[config.mk]
export PLATFORM = sky130hd
export DESIGN_NAME = ocu_top
export DESIGN_NICKNAME = d
export VERILOG_FILES = /design/src/rtl/ocu_top.v /design/src/rtl/ocu_cmp_chan.v
export VERILOG_INCLUDE_DIRS = /design/src /design/src/rtl
export SDC_FILE = /design/constraint.sdc
export NUM_CORES = 1
export LEC_CHECK = 0
export BUFFER_PORTS_ARGS = -buffer_cell sky130_fd_sc_hd__buf_2
export CAP_MARGIN = 10
export CORE_ASPECT_RATIO = 1.25
export CORE_MARGIN = 2
export CORE_UTILIZATION = 57
export DETAILED_ROUTE_END_ITERATION = 10
export GPL_ROUTABILITY_DRIVEN = 0
export PLACE_DENSITY = 0.9
export SYNTH_ARGS = -nofsm -noshare
export SYNTH_HDL_FRONTEND = slang
export SYNTH_SLANG_ARGS = --single-unit
[constraint.sdc]
create_clock -name sys_clk -period 2.81 [get_ports sys_clk]
set_input_delay 0.562 -clock sys_clk [delete_from_list [all_inputs] [get_ports sys_clk]]
set_output_delay 0.562 -clock sys_clk [all_outputs]
set_load 0.005 [all_outputs]
[src/rtl/ocu_defines.vh]
// constants for the output compare unit: register indices, fields, resets, modes
// assumes byte-wide registers reached over a plain strobe port
`ifndef OCU_DEFINES_VH
`define OCU_DEFINES_VH

// register indices on the strobe port
`define OCU_ADDR_W            4
`define OCU_A_TIMER_B_CFG     4'h0
`define OCU_A_CMP1_LO         4'h1
`define OCU_A_CMP1_HI         4'h2
`define OCU_A_CTRL1           4'h3
`define OCU_A_CMP2_LO         4'h4
`define OCU_A_CMP2_HI         4'h5
`define OCU_A_CTRL2           4'h6
`define OCU_A_IRQ_STATUS      4'h7
`define OCU_A_IRQ_ENABLE      4'h8

// field positions
`define OCU_F_SEL_LOW         3
`define OCU_F_SEL_HIGH        6
`define OCU_F_MODE_MSB        3
`define OCU_F_MODE_LSB        0
`define OCU_F_CTRL2_MSB       5
`define OCU_F_FLAG1           0
`define OCU_F_FLAG2           1

// reset values
`define OCU_RST_BYTE          8'h00
`define OCU_RST_CTRL2         6'h00
`define OCU_RST_IRQ           2'h0

// compare modes of the mode select field
`define OCU_M_TOGGLE          4'h2
`define OCU_M_SET_HIGH        4'h8
`define OCU_M_SET_LOW         4'h9
`define OCU_M_SOFT_IRQ        4'ha
`define OCU_M_SPECIAL         4'hb

`endif

[src/rtl/ocu_top.v]
// output compare unit: two compare channels, pin latches, special events, interrupt
// assumes timers, port latches and strobe bus all run on sys_clk
`timescale 1ns/1ps
`include "ocu_defines.vh"

module ocu_top (
    sys_clk,
    resetn,
    clk_en,
    reg_addr,
    reg_wdata,
    reg_wr,
    reg_rd,
    reg_rdata,
    timer_a_count,
    timer_b_count,
    port_latch_one,
    port_latch_two,
    unit_pin_one,
    unit_pin_two,
    special_event_one,
    special_event_two,
    timer_a_clear,
    timer_b_clear,
    adc_start,
    irq
);
    input  wire                    sys_clk;
    input  wire                    resetn;
    input  wire                    clk_en;
    input  wire [`OCU_ADDR_W-1:0]  reg_addr;
    input  wire [7:0]              reg_wdata;
    input  wire                    reg_wr;
    input  wire                    reg_rd;
    output reg  [7:0]              reg_rdata;
    input  wire [15:0]             timer_a_count;
    input  wire [15:0]             timer_b_count;
    input  wire                    port_latch_one;
    input  wire                    port_latch_two;
    output reg                     unit_pin_one;
    output reg                     unit_pin_two;
    output reg                     special_event_one;
    output reg                     special_event_two;
    output reg                     timer_a_clear;
    output reg                     timer_b_clear;
    output reg                     adc_start;
    output reg                     irq;

    // software registers
    reg  [7:0]  timer_b_config_q;
    reg  [15:0] compare_value_one_q;
    reg  [15:0] compare_value_two_q;
    reg  [7:0]  unit_one_control_q;
    reg  [5:0]  unit_two_control_q;
    reg  [1:0]  match_flag_q;
    reg  [1:0]  match_irq_enable_q;
    // compare output latches, separate from the port data latches
    reg         cmp_latch_one_q;
    reg         cmp_latch_two_q;

    wire [3:0]  mode_one;
    wire [3:0]  mode_two;
    wire        sel_low;
    wire        sel_high;
    wire        one_on_b;
    wire        two_on_b;
    wire [15:0] count_one;
    wire [15:0] count_two;
    wire        cmp_mode_one;
    wire        cmp_mode_two;
    wire        match_one;
    wire        match_two;
    wire        wr_ctrl2_zero;
    wire [1:0]  flag_set;
    wire [1:0]  flag_clr;
    wire [1:0]  flag_d;
    reg  [7:0]  rdata_d;
    reg         latch_one_d;
    reg         latch_two_d;
    reg         pin_one_d;
    reg         pin_two_d;
    reg         spec_one_d;
    reg         spec_two_d;
    reg         clear_a_d;
    reg         clear_b_d;
    reg  [1:0]  enable_d;
    reg         irq_d;

    function is_compare;
        input [3:0] m;
        begin
            is_compare = (m == `OCU_M_TOGGLE) || (m == `OCU_M_SET_HIGH) ||
                         (m == `OCU_M_SET_LOW) || (m == `OCU_M_SOFT_IRQ) ||
                         (m == `OCU_M_SPECIAL);
        end
    endfunction

    function drive_pin;
        input [3:0] m;
        begin
            drive_pin = (m == `OCU_M_TOGGLE) || (m == `OCU_M_SET_HIGH) ||
                        (m == `OCU_M_SET_LOW);
        end
    endfunction

    function next_latch;
        input [3:0] m;
        input       cur;
        begin
            case (m)
                `OCU_M_SET_HIGH: next_latch = 1'b1;
                `OCU_M_SET_LOW:  next_latch = 1'b0;
                `OCU_M_TOGGLE:   next_latch = ~cur;
                default:         next_latch = cur;
            endcase
        end
    endfunction

    assign mode_one = unit_one_control_q[`OCU_F_MODE_MSB:`OCU_F_MODE_LSB];
    assign mode_two = unit_two_control_q[`OCU_F_MODE_MSB:`OCU_F_MODE_LSB];

    // high selector gives timer b to both, low alone gives it to unit two only
    assign sel_low  = timer_b_config_q[`OCU_F_SEL_LOW];
    assign sel_high = timer_b_config_q[`OCU_F_SEL_HIGH];
    assign one_on_b = sel_high;
    assign two_on_b = sel_high | sel_low;
    assign count_one = one_on_b ? timer_b_count : timer_a_count;
    assign count_two = two_on_b ? timer_b_count : timer_a_count;

    assign cmp_mode_one = is_compare(mode_one);
    assign cmp_mode_two = is_compare(mode_two);

    ocu_cmp_chan u_chan_one (
        .sys_clk       (sys_clk),
        .resetn        (resetn),
        .clk_en        (clk_en),
        .active        (cmp_mode_one),
        .timer_count   (count_one),
        .compare_value (compare_value_one_q),
        .match         (match_one)
    );

    ocu_cmp_chan u_chan_two (
        .sys_clk       (sys_clk),
        .resetn        (resetn),
        .clk_en        (clk_en),
        .active        (cmp_mode_two),
        .timer_count   (count_two),
        .compare_value (compare_value_two_q),
        .match         (match_two)
    );

    assign wr_ctrl2_zero = reg_wr && (reg_addr == `OCU_A_CTRL2) && (reg_wdata == 8'h00);

    // set wins over a write-one clear in the same cycle
    assign flag_set = {match_two, match_one};
    assign flag_clr = (reg_wr && (reg_addr == `OCU_A_IRQ_STATUS)) ? reg_wdata[1:0] : 2'h0;
    assign flag_d   = (match_flag_q & ~flag_clr) | flag_set;

    always @* begin
        latch_one_d = cmp_latch_one_q;
        if (match_one) begin
            latch_one_d = next_latch(mode_one, cmp_latch_one_q);
        end
    end

    always @* begin
        latch_two_d = cmp_latch_two_q;
        if (wr_ctrl2_zero) begin
            latch_two_d = 1'b0;
        end else if (match_two) begin
            latch_two_d = next_latch(mode_two, cmp_latch_two_q);
        end
    end

    // soft interrupt and special event modes show the port latch
    always @* begin
        pin_one_d = port_latch_one;
        pin_two_d = port_latch_two;
        if (drive_pin(mode_one)) begin
            pin_one_d = latch_one_d;
        end
        if (drive_pin(mode_two)) begin
            pin_two_d = latch_two_d;
        end
    end

    // both units may share a timer, so either event can clear it
    always @* begin
        spec_one_d = match_one && (mode_one == `OCU_M_SPECIAL);
        spec_two_d = match_two && (mode_two == `OCU_M_SPECIAL);
        clear_a_d  = 1'b0;
        clear_b_d  = 1'b0;
        if (spec_one_d) begin
            if (one_on_b) begin
                clear_b_d = 1'b1;
            end else begin
                clear_a_d = 1'b1;
            end
        end
        if (spec_two_d) begin
            if (two_on_b) begin
                clear_b_d = 1'b1;
            end else begin
                clear_a_d = 1'b1;
            end
        end
    end

    // a mask written this cycle counts at once, so irq never lags the mask
    always @* begin
        enable_d = match_irq_enable_q;
        if (reg_wr && (reg_addr == `OCU_A_IRQ_ENABLE)) begin
            enable_d = reg_wdata[1:0];
        end
        irq_d = |(flag_d & enable_d);
    end

    always @* begin
        rdata_d = 8'h00;
        case (reg_addr)
            `OCU_A_TIMER_B_CFG: rdata_d = timer_b_config_q;
            `OCU_A_CMP1_LO:     rdata_d = compare_value_one_q[7:0];
            `OCU_A_CMP1_HI:     rdata_d = compare_value_one_q[15:8];
            `OCU_A_CTRL1:       rdata_d = unit_one_control_q;
            `OCU_A_CMP2_LO:     rdata_d = compare_value_two_q[7:0];
            `OCU_A_CMP2_HI:     rdata_d = compare_value_two_q[15:8];
            `OCU_A_CTRL2:       rdata_d = {2'b00, unit_two_control_q};
            `OCU_A_IRQ_STATUS:  rdata_d = {6'h00, match_flag_q};
            `OCU_A_IRQ_ENABLE:  rdata_d = {6'h00, match_irq_enable_q};
            default:            rdata_d = 8'h00;
        endcase
    end

    // register writes
    always @(posedge sys_clk or negedge resetn) begin
        if (!resetn) begin
            timer_b_config_q    <= `OCU_RST_BYTE;
            compare_value_one_q <= {`OCU_RST_BYTE, `OCU_RST_BYTE};
            compare_value_two_q <= {`OCU_RST_BYTE, `OCU_RST_BYTE};
            unit_one_control_q  <= `OCU_RST_BYTE;
            unit_two_control_q  <= `OCU_RST_CTRL2;
            match_irq_enable_q  <= `OCU_RST_IRQ;
        end else if (clk_en && reg_wr) begin
            case (reg_addr)
                `OCU_A_TIMER_B_CFG: timer_b_config_q          <= reg_wdata;
                `OCU_A_CMP1_LO:     compare_value_one_q[7:0]  <= reg_wdata;
                `OCU_A_CMP1_HI:     compare_value_one_q[15:8] <= reg_wdata;
                `OCU_A_CTRL1:       unit_one_control_q        <= reg_wdata;
                `OCU_A_CMP2_LO:     compare_value_two_q[7:0]  <= reg_wdata;
                `OCU_A_CMP2_HI:     compare_value_two_q[15:8] <= reg_wdata;
                `OCU_A_CTRL2:       unit_two_control_q        <= reg_wdata[`OCU_F_CTRL2_MSB:0];
                `OCU_A_IRQ_ENABLE:  match_irq_enable_q        <= reg_wdata[1:0];
                default: begin
                end
            endcase
        end
    end

    // match state, pins, events and interrupt
    always @(posedge sys_clk or negedge resetn) begin
        if (!resetn) begin
            match_flag_q      <= `OCU_RST_IRQ;
            cmp_latch_one_q   <= 1'b0;
            cmp_latch_two_q   <= 1'b0;
            unit_pin_one      <= 1'b0;
            unit_pin_two      <= 1'b0;
            special_event_one <= 1'b0;
            special_event_two <= 1'b0;
            timer_a_clear     <= 1'b0;
            timer_b_clear     <= 1'b0;
            adc_start         <= 1'b0;
            irq               <= 1'b0;
            reg_rdata         <= 8'h00;
        end else if (clk_en) begin
            match_flag_q    <= flag_d;
            cmp_latch_one_q <= latch_one_d;
            cmp_latch_two_q <= latch_two_d;
            unit_pin_one      <= pin_one_d;
            unit_pin_two      <= pin_two_d;
            special_event_one <= spec_one_d;
            special_event_two <= spec_two_d;
            timer_a_clear     <= clear_a_d;
            timer_b_clear     <= clear_b_d;
            // converter ignores this pulse unless software enabled it
            adc_start         <= spec_two_d;
            irq               <= irq_d;
            reg_rdata <= reg_rd ? rdata_d : 8'h00;
        end
    end
endmodule // ocu_top

[src/rtl/ocu_cmp_chan.v]
// one compare channel: 16-bit equality against a timer, edge of equality only
// assumes timer count and compare value come from logic on sys_clk
`timescale 1ns/1ps

module ocu_cmp_chan (
    sys_clk,
    resetn,
    clk_en,
    active,
    timer_count,
    compare_value,
    match
);
    input  wire        sys_clk;
    input  wire        resetn;
    input  wire        clk_en;
    input  wire        active;
    input  wire [15:0] timer_count;
    input  wire [15:0] compare_value;
    output wire        match;

    wire equal;
    reg  equal_q;

    assign equal = (timer_count == compare_value);

    always @(posedge sys_clk or negedge resetn) begin
        if (!resetn) begin
            equal_q <= 1'b0;
        end else if (clk_en) begin
            equal_q <= equal;
        end
    end

    // a count parked on the value must not fire every cycle
    assign match = active & equal & ~equal_q;
endmodule // ocu_cmp_chan

==> flow_summary_export.csv, run 1 <==
group,metric,value,unit
critical_path,r2r_cells,7,
sta,grt_setup_unrepaired,"no",
synthesis,synth_ff_type,"dfrtp_1",
critical_path,reg2reg_slack,170,ps
run_status,outcome,"finished, final reports clean",
worst_hold_path,min_path_type,"in -> async",
finish,nets,525,
critical_path,critical_path_peak_fanout,9,
global_routing,grt_max_degree,78,
synthesis,synth_area_per_cell,10.9,sq um
sta,setup_viol,0,
global_routing,grt-ovfl-total,0,
synthesis,synthesis.nets,458,
synthesis,yosysWarnings,0,
flow_run,max-cap-violations,0,
floorplanning,initial_core_util,59.4,%
clocking,cts_tree,"built",
critical_path,crit_path_end_kind,"register",
critical_path,critical-path-slowest-cell,"dfrtp_1",
sta,fmaxAchievable,379,MHz
synthesis,synth-seq-cells,77,
synthesis,syn_area,0.00442,sq mm
clocking,numCtsBuffers,9,
floorplanning,core-area,0.00744,sq mm
global_routing,grt_pass1_wl,19.3,mm
critical_path,slowest_delay,480,ps
clocking,clk_path_buf_depth,2,
floorplanning,io_pins,67,
synthesis,synth.largest_area_cell,"dfrtp_1",
finish,drive_above_1_share,31.3,%
synthesis,synth_edf_count,0,
sta,relSlewSlack,36.5,%
route,drt_pass1_iterations,6,
critical_path,path_delay_family,"simple AND/OR/NAND/NOR gates",
route,viasPerCell,6.75,
critical_path,cp.arrival,2840,ps
clocking,insertion_delay,360,ps
finish,mostFrequentLayoutCells,"dfrtp_1 (77), buf_2 (65), mux2_2 (54), xnor2_1 (32), nand2_1 (25)",
route,routed_wl,12.3,mm
sta,slew_violations,0,
synthesis,ys_types,51,
sta,min_period_over_period,94.0,%
finish,syn_to_final_growth,13.9,%
placed_design,dp_hpwl,8.93,mm
power,p_per_area,608,mW/mm^2
synthesis,syn_inst,407,
route,ant_nets,0,
clocking,clock-sinks,77,
critical_path,path_buf_inv,0,
finish,n_antenna_cell,0,
finish,mostFrequentLayoutCell,"dfrtp_1",
synthesis,synth_top_area_share,43.6,%
route,drtIter0Drc,566,
clocking,cts-root-buf,"clkbuf_8",
sta,tns,0,ps
sta,clock-skew-final,8.38,ps
synthesis,ys_seq_area_share,43.6,%
critical_path,worstSetupStartpointType,"register",
route,drcViolationCount,0,
route,vias,3857,
synthesis,synthArstFlopShare,100,%
critical_path,worst_r2r_startpoint,"timer_b_config_q[6]",
global_routing,globalRouteTotalUtil,30.9,%
floorplanning,num_rows,35,
floorplanning,die_y,102,microns
floorplanning,die_x,82.8,microns
critical_path,r2r_end,"irq",
sta,timing.hold.ws,360,ps
clocking,ctsHoldBuffers,0,
critical_path,critPathKind,"reg -> reg",
sta,period_minus_slack,2640,ps
placed_design,portBuffers,66,
clocking,clk_pin_slew_worst_paths,80,ps
critical_path,required,3010,ps
route,wl_per_cell,21.6,microns
global_routing,antenna_found_initial,0,
global_routing,grt_pass1_vias,3823,
sta,hold_viol,0,
power,vdd_drop_max,0.341,mV
floorplanning,die-area,0.00848,sq mm
critical_path,crit_chain,"or2_1, o221ai_1, o22ai_1, nand4_1, nor3_1, a22oi_1, o311ai_0",
power,p_leak,2.28,nW
clocking,cts_htree_levels,3,
synthesis,synth_top_cells_by_area,"dfrtp_1 (44%), mux2_2 (14%), xnor2_1 (6.3%)",
sta,worstMarginPinSlew,952,ps
## cells by family (layout without fill, tap and decap cells)
group           Yosys count  in the layout  share of synthesized area, %
flops                    77             77                          43.6
simple gates             96             96                          11.7
compound gates           89             89                          15.6
buf+inv                  37            109                          4.07
mux                      76             76                          18.7
xor+xnor                 32             32                          6.34
## where the power goes
part	total [mW]	leakage, nW	internal (mW)	switching [mW]
sequential	1.49	0.997	1.28	0.210
combinational	0.800	1.19	0.400	0.400
clock	0.774	0.0836	0.367	0.408
total	3.06	2.28	2.05	1.02
## Yosys cell counts (all sizes together), types with 3 or more instances
cell,instances
nand4,4
o21ai,11
and3,7
a222oi,9
xnor2,32
nand4b,3
o2111ai,4
a21oi,4
buf,9
a31oi,9
mux2i,22
mux2,54
nand3,8
inv,14
nor4,7
nand2,25
a22oi,10
a22o,3
a21o,9
dfrtp,77
nand2b,10
o32a,3
o221ai,6
nor2,12
clkbuf,13
a221oi,3
nor3,8
nor2b,4
## repair_timing
| item | 4_1_cts | 5_1_grt |
|---|---|---|
| hold endpoints to repair | 0 | 0 |
| setup endpoints to repair | 0 | 1 |
| buffers inserted | 0 | 1 |
| resized for setup | 0 | 0 |
## stage by stage
stage                     power, mW  util [%]  instance area (sq um)  worst slack (ps)  instances
after floorplan                2.01         -                   4420               496        407
after global placement         2.23      65.0                   4840               252        554
after detailed placement       2.28      65.0                   4840               161        554
after CTS                      3.04      67.5                   5030               156        570
after global routing           3.20      67.6                   5040              42.8        571
final                          3.06      67.6                   5040               170        571
## worst max-delay path by stage
stage / from / end / cells after the start
floorplan: reg_addr[2] / timer_b_config_q[2] / 6
global placement: timer_b_config_q[6] / unit_pin_one / 8
detailed placement: timer_b_config_q[6] / unit_pin_one / 8
CTS: timer_b_config_q[6] / unit_pin_one / 8
global route: timer_b_config_q[6] / irq / 7
finish: timer_b_config_q[6] / irq / 7
## per-layer routing
layer  up-vias  track usage, %  wire length, microns
li1       1667               -                     -
met1      1846            37.1                  4580
met2       279            48.3                  5880
met3        65            7.51                  1130
met4         0            21.3                   726
met5         -               0                     0
## flip-flops by register name (all words and copies together) (netlist names), 2 cells and up
register	cells
unit_one_control_q	8
compare_value_one_q	16
unit_two_control_q	6
compare_value_two_q	16
reg_rdata	8
timer_b_config_q	8
match_irq_enable_q	2
match_flag_q	2
## layout make-up
| cell class | instances | area (sq um) |
|---|---|---|
| Fill cell | 541 | 2410 |
| Multi-Input combinational cell | 293 | 2320 |
| Sequential cell | 77 | 1930 |
| Timing Repair Buffer | 78 | 435 |
| Clock buffer | 11 | 151 |
| Tap cell | 92 | 115 |
| Inverter | 15 | 56.3 |
| Clock inverter | 5 | 35.0 |
No activity file was read; power rests on OpenSTA's default activity.
==> run 2: changes to the inputs <==
--- a/config.mk
+++ b/config.mk
@@ -14,6 +14,8 @@
 export DETAILED_ROUTE_END_ITERATION = 10
 export GPL_ROUTABILITY_DRIVEN = 0
 export PLACE_DENSITY = 0.9
+export RECOVER_POWER = 25
+export SLEW_MARGIN = 20
 export SYNTH_ARGS = -nofsm -noshare
 export SYNTH_HDL_FRONTEND = slang
 export SYNTH_SLANG_ARGS = --single-unit
==> run 2 against run 1 <==
- the flow now finishes with violations (capacitance limit, slew limit)
- sequential share of layout area hardly changed
- utilization hardly changed
- clock power is 1% higher
- first-iteration DRC count is 5.8% higher
==> flow_summary_export.csv, run 2 (synthesized netlist as in run 1, its figures left out) <==
group,metric,value,unit
finish,layout.cells.non_filler,571,
critical_path,slowest_delay,460,ps
finish,drive_above_1_share,31.3,%
power,p_per_area,609,mW/mm^2
finish,syn_to_final_growth,13.8,%
placed_design,dp_hpwl,8.93,mm
finish,n_antenna_cell,0,
floorplanning,die-area,0.00848,sq mm
clocking,ctsHoldBuffers,0,
critical_path,critical_path_peak_fanout,6,
route,wl_per_cell,21.5,microns
global_routing,antenna_found_initial,0,
clocking,clk_path_buf_depth,2,
sta,worstMarginPinSlew,1850,ps
clocking,cts-root-buf,"clkbuf_8",
route,vias,3848,
clocking,post_cts_buffers,0,
clocking,numCtsBuffers,9,
route,ant_nets,0,
global_routing,grt_pass1_wl,19.3,mm
global_routing,grt_pass1_vias,3823,
route,routed_wl,12.3,mm
power,vdd_drop_max,0.352,mV
critical_path,critical-path-slowest-cell,"dfrtp_1",
critical_path,crit_path_end_kind,"register",
placed_design,placed_cells,554,
clocking,post_cts_resized,0,
sta,min_period_over_period,93.8,%
sta,relSlewSlack,-23.1,%
global_routing,grt-ovfl-total,0,
sta,slew_violations,78,
critical_path,critPathKind,"reg -> reg",
finish,nets,525,
critical_path,cp.arrival,2850,ps
route,drtIter0Drc,599,
route,drcViolationCount,0,
sta,period_minus_slack,2630,ps
clocking,cts_tree,"built",
route,drt_pass1_iterations,6,
floorplanning,core-area,0.00744,sq mm
power,total_power,3.06,mW
clocking,clock-sinks,77,
sta,hold_viol,0,
worst_hold_path,min_path_type,"in -> reg",
power,p_leak,2.27,nW
floorplanning,die_x,82.8,microns
flow_run,max-cap-violations,1,
critical_path,required,3020,ps
placed_design,place_ws,161,ps
clocking,clk_pin_slew_worst_paths,80,ps
critical_path,path_buf_inv,0,
floorplanning,initial_core_util,59.4,%
clocking,insertion_delay,360,ps
sta,clock-skew-final,9.33,ps
sta,fmaxAchievable,380,MHz
finish,mostFrequentLayoutCells,"dfrtp_1 (77), buf_2 (65), mux2_2 (54), xnor2_1 (32), nand2_1 (25)",
floorplanning,num_rows,35,
floorplanning,io_pins,67,
sta,setup_viol,0,
sta,tns,0,ps
critical_path,path_delay_family,"simple AND/OR/NAND/NOR gates",
global_routing,globalRouteTotalUtil,30.9,%
critical_path,crit_chain,"xnor2_1, nand3_1, o22ai_1, nand4_1, nor3_1, a22oi_1, o311ai_0",
finish,mostFrequentLayoutCell,"dfrtp_1",
critical_path,worstSetupStartpointType,"register",
finish,reg.largest.list,"compare_value_one_q x16, compare_value_two_q x16",
placed_design,portBuffers,66,
floorplanning,die_y,102,microns
run_status,outcome,"finished, violations left",
run_status,violations,"capacitance limit, slew limit",
clocking,cts_htree_levels,3,
global_routing,grt_max_degree,78,
sta,grt_setup_unrepaired,"no",
sta,fin_ws,175,ps
finish,postLayoutCoreUtil,67.6,%
route,viasPerCell,6.74,
==> run 2: path summary, 6_finish.rpt <==
kind,startpoint,end,slack [ps],cells after the start
worst max register to register,compare_value_two_q[10],irq,180,7
min in group asynchronous,resetn,unit_two_control_q[5],700,1
worst max-delay path,compare_value_two_q[10],irq,180,7
max in group asynchronous,resetn,compare_value_one_q[0],1020,1
worst min-delay path,port_latch_one,unit_pin_one,430,3
worst min register to register,reg_rdata[7],reg_rdata[7],480,1
==> run 2: stage by stage <==
step | instance area (sq um) | hold slack [ps]
4_1_cts | 5030 | 386
6_report | 5030 | 429
2_1_floorplan | 4420 | 266
5_1_grt | 5030 | 448
3_3_place_gp | 4840 | 454
3_5_place_dp | 4840 | 459
==> run 2: layout make-up <==
| cell class | count | area (sq um) |
|---|---|---|
| Fill cell | 541 | 2410 |
| Multi-Input combinational cell | 293 | 2320 |
| Sequential cell | 77 | 1930 |
| Timing Repair Buffer | 78 | 433 |
| Clock buffer | 11 | 151 |
| Tap cell | 92 | 115 |
| Inverter | 15 | 56.3 |
| Clock inverter | 5 | 35.0 |
==> run 2: power by group <==
part | internal (mW) | switching [mW] | leakage (nW)
sequential | 1.28 | 0.207 | 0.997
combinational | 0.400 | 0.396 | 1.19
clock | 0.366 | 0.416 | 0.0836
==> run 2: routing by layer <==
metal  track usage [%]  up-vias  part of all wire [%]
li1                  -     1663                     -
met1              37.1     1843                    37
met2              48.3      275                    47
met3              7.51       67                   9.7
met4              21.3        0                   6.2
met5                 0        -                     0
==> run 2: worst register-to-register path, delay by kind of cell (launching register included) <==
kind / cells / cell delay [ps]
and+or+nand+nor: 3 / 850
xor gates and xnor gates: 1 / 400
DFF: 1 / 460
AOI/OAI and AO/OA: 3 / 780
==> run 3: changes to the inputs <==
--- a/config.mk
+++ b/config.mk
@@ -8,7 +8,6 @@
 export LEC_CHECK = 0
 export BUFFER_PORTS_ARGS = -buffer_cell sky130_fd_sc_hd__buf_2
 export CAP_MARGIN = 10
-export CORE_ASPECT_RATIO = 1.25
 export CORE_MARGIN = 2
 export CORE_UTILIZATION = 57
 export DETAILED_ROUTE_END_ITERATION = 10
==> run 3 against run 2 <==
- the flow still finishes with violations (capacitance limit, slew limit)
- worst setup slack worse by 5.4 ps
- clock skew hardly changed
- clock power is 13% higher
- sequential power hardly changed
- non-clock buffer count stayed put
- die area hardly changed
==> flow_summary_export.csv, run 3 (synthesized netlist as in run 1, its figures left out) <==
group,metric,value,unit
finish,mostFrequentLayoutCell,"dfrtp_1",
placed_design,place_ws,283,ps
critical_path,required,3040,ps
clocking,ctsHoldBuffers,0,
clocking,insertion_delay,360,ps
run_status,violations,"capacitance limit, slew limit",
power,vdd_drop_max,0.406,mV
placed_design,dp_hpwl,8.96,mm
sta,grt_setup_unrepaired,"no",
floorplanning,die-area,0.00848,sq mm
power,p_leak,2.29,nW
sta,fin_ws,170,ps
clocking,clk_pin_slew_worst_paths,80,ps
global_routing,antenna_found_initial,0,
finish,nets,525,
sta,fmaxAchievable,379,MHz
floorplanning,num_rows,32,
finish,design_area,0.00506,sq mm
floorplanning,core-area,0.00761,sq mm
critical_path,crit_path_end_kind,"register",
power,p_per_area,625,mW/mm^2
route,drtIter0Drc,587,
floorplanning,initial_core_util,58.1,%
placed_design,dpl_cell_area,0.00485,sq mm
route,drcViolationCount,0,
placed_design,portBuffers,66,
clocking,cts-root-buf,"clkbuf_8",
clocking,numCtsBuffers,9,
finish,fillers,589,
route,viasPerCell,6.59,
finish,n_antenna_cell,0,
finish,mostFrequentLayoutCells,"dfrtp_1 (77), buf_2 (65), mux2_2 (54), xnor2_1 (32), nand2_1 (25)",
floorplanning,die_y,92.1,microns
sta,period_minus_slack,2640,ps
floorplanning,io_pins,67,
critical_path,cp.arrival,2870,ps
sta,setup_viol,0,
clocking,clock-sinks,77,
finish,reg.largest.list,"compare_value_one_q x16, compare_value_two_q x16",
power,total_power,3.16,mW
sta,worstMarginPinSlew,1890,ps
global_routing,grt_pass1_wl,20.1,mm
sta,hold_viol,0,
route,vias,3831,
sta,relSlewSlack,-25.7,%
sta,slew_violations,78,
clocking,clk_path_buf_depth,2,
sta,min_period_over_period,94.0,%
critical_path,worstSetupStartpointType,"register",
global_routing,globalRouteTotalUtil,30.8,%
floorplanning,die_x,92.1,microns
route,drt_pass1_iterations,6,
global_routing,grt-ovfl-total,0,
finish,multi_input_area,0.00232,sq mm
route,ant_nets,0,
clocking,cts_tree,"built",
global_routing,grt_pass1_vias,3855,
clocking,cts_htree_levels,3,
flow_run,max-cap-violations,1,
route,routed_wl,12.4,mm
sta,clock-skew-final,9.68,ps
route,wl_per_cell,21.4,microns
finish,drive_above_1_share,31.5,%
run_status,outcome,"finished, violations left",
finish,seq_area,0.00193,sq mm
finish,syn_to_final_growth,14.5,%
sta,tns,0,ps
worst_hold_path,min_path_type,"in -> reg",
critical_path,critPathKind,"reg -> reg",
global_routing,grt_max_degree,78,
critical_path,critical_path_peak_fanout,13,
-- run 3: cell types whose count changed in the layout (fill, tap and decap cells not counted) --
cell | before | now
nor4_1 | 7 | 6
nor4_2 | 0 | 1
buf_4 | 11 | 12
buf_12 | 1 | 0
bufinv_16 | 0 | 1
clkinv_4 | 0 | 1
clkinvlp_4 | 4 | 2
-- run 3: worst paths after layout --
kind,start,to,slack [ps],cells after the start
max,timer_b_config_q[6],irq,170,9
min,port_latch_one,unit_pin_one,460,3
max reg2reg,timer_b_config_q[6],irq,170,9
min reg2reg,reg_rdata[7],reg_rdata[7],480,1
max in group asynchronous,resetn,compare_value_two_q[1],970,1
min in group asynchronous,resetn,reg_rdata[3],710,1
-- run 3: power breakdown --
group | internal (mW) | switching (mW)
combinational | 0.401 | 0.385
sequential | 1.28 | 0.220
clock | 0.458 | 0.422
total | 2.14 | 1.03
-- run 3: layout make-up --
| class | count | area share, % |
|---|---|---|
| repair buffers | 78 | 8.30 |
| multi-input cells | 293 | 45.9 |
| clock inverters | 5 | 1.16 |
| inverters | 15 | 1.11 |
| clock buffers | 11 | 2.99 |
| well taps | 102 | 2.52 |
| flip-flops and latches | 77 | 38.1 |
-- run 3: repair_timing --
| item | 4_1_cts | 5_1_grt |
|---|---|---|
| endpoints found under the setup margin | 0 | 1 |
| gates resized for setup | 0 | 1 |
| buffers inserted | 0 | 0 |
-- run 3: routing by layer --
layer | vias up | routed length (microns) | track usage (%)
met5 | - | 0 | 0
met4 | 0 | 471 | 15.4
met3 | 52 | 1100 | 5.75
met2 | 245 | 5820 | 49.2
met1 | 1864 | 5050 | 40.3
li1 | 1670 | - | -
-- run 3: stage by stage --
stage / util, % / hold WS (ps) / instances
6_report: 66.6 / 462 / 581
5_1_grt: 66.6 / 503 / 581
4_1_cts: 66.5 / 380 / 581
3_5_place_dp: 63.7 / 467 / 565
3_3_place_gp: 63.7 / 459 / 565
2_1_floorplan: - / 266 / 407
-- run 3: critical path, stage by stage (launching register included) --
cell	delay [ps]
dfrtp_1	350
buf_4	240
nor2_1	100
buf_4	180
a221oi_1	270
a32o_1	190
nand4_1	310
nor3_1	420
a22oi_1	140
o311ai_0	320
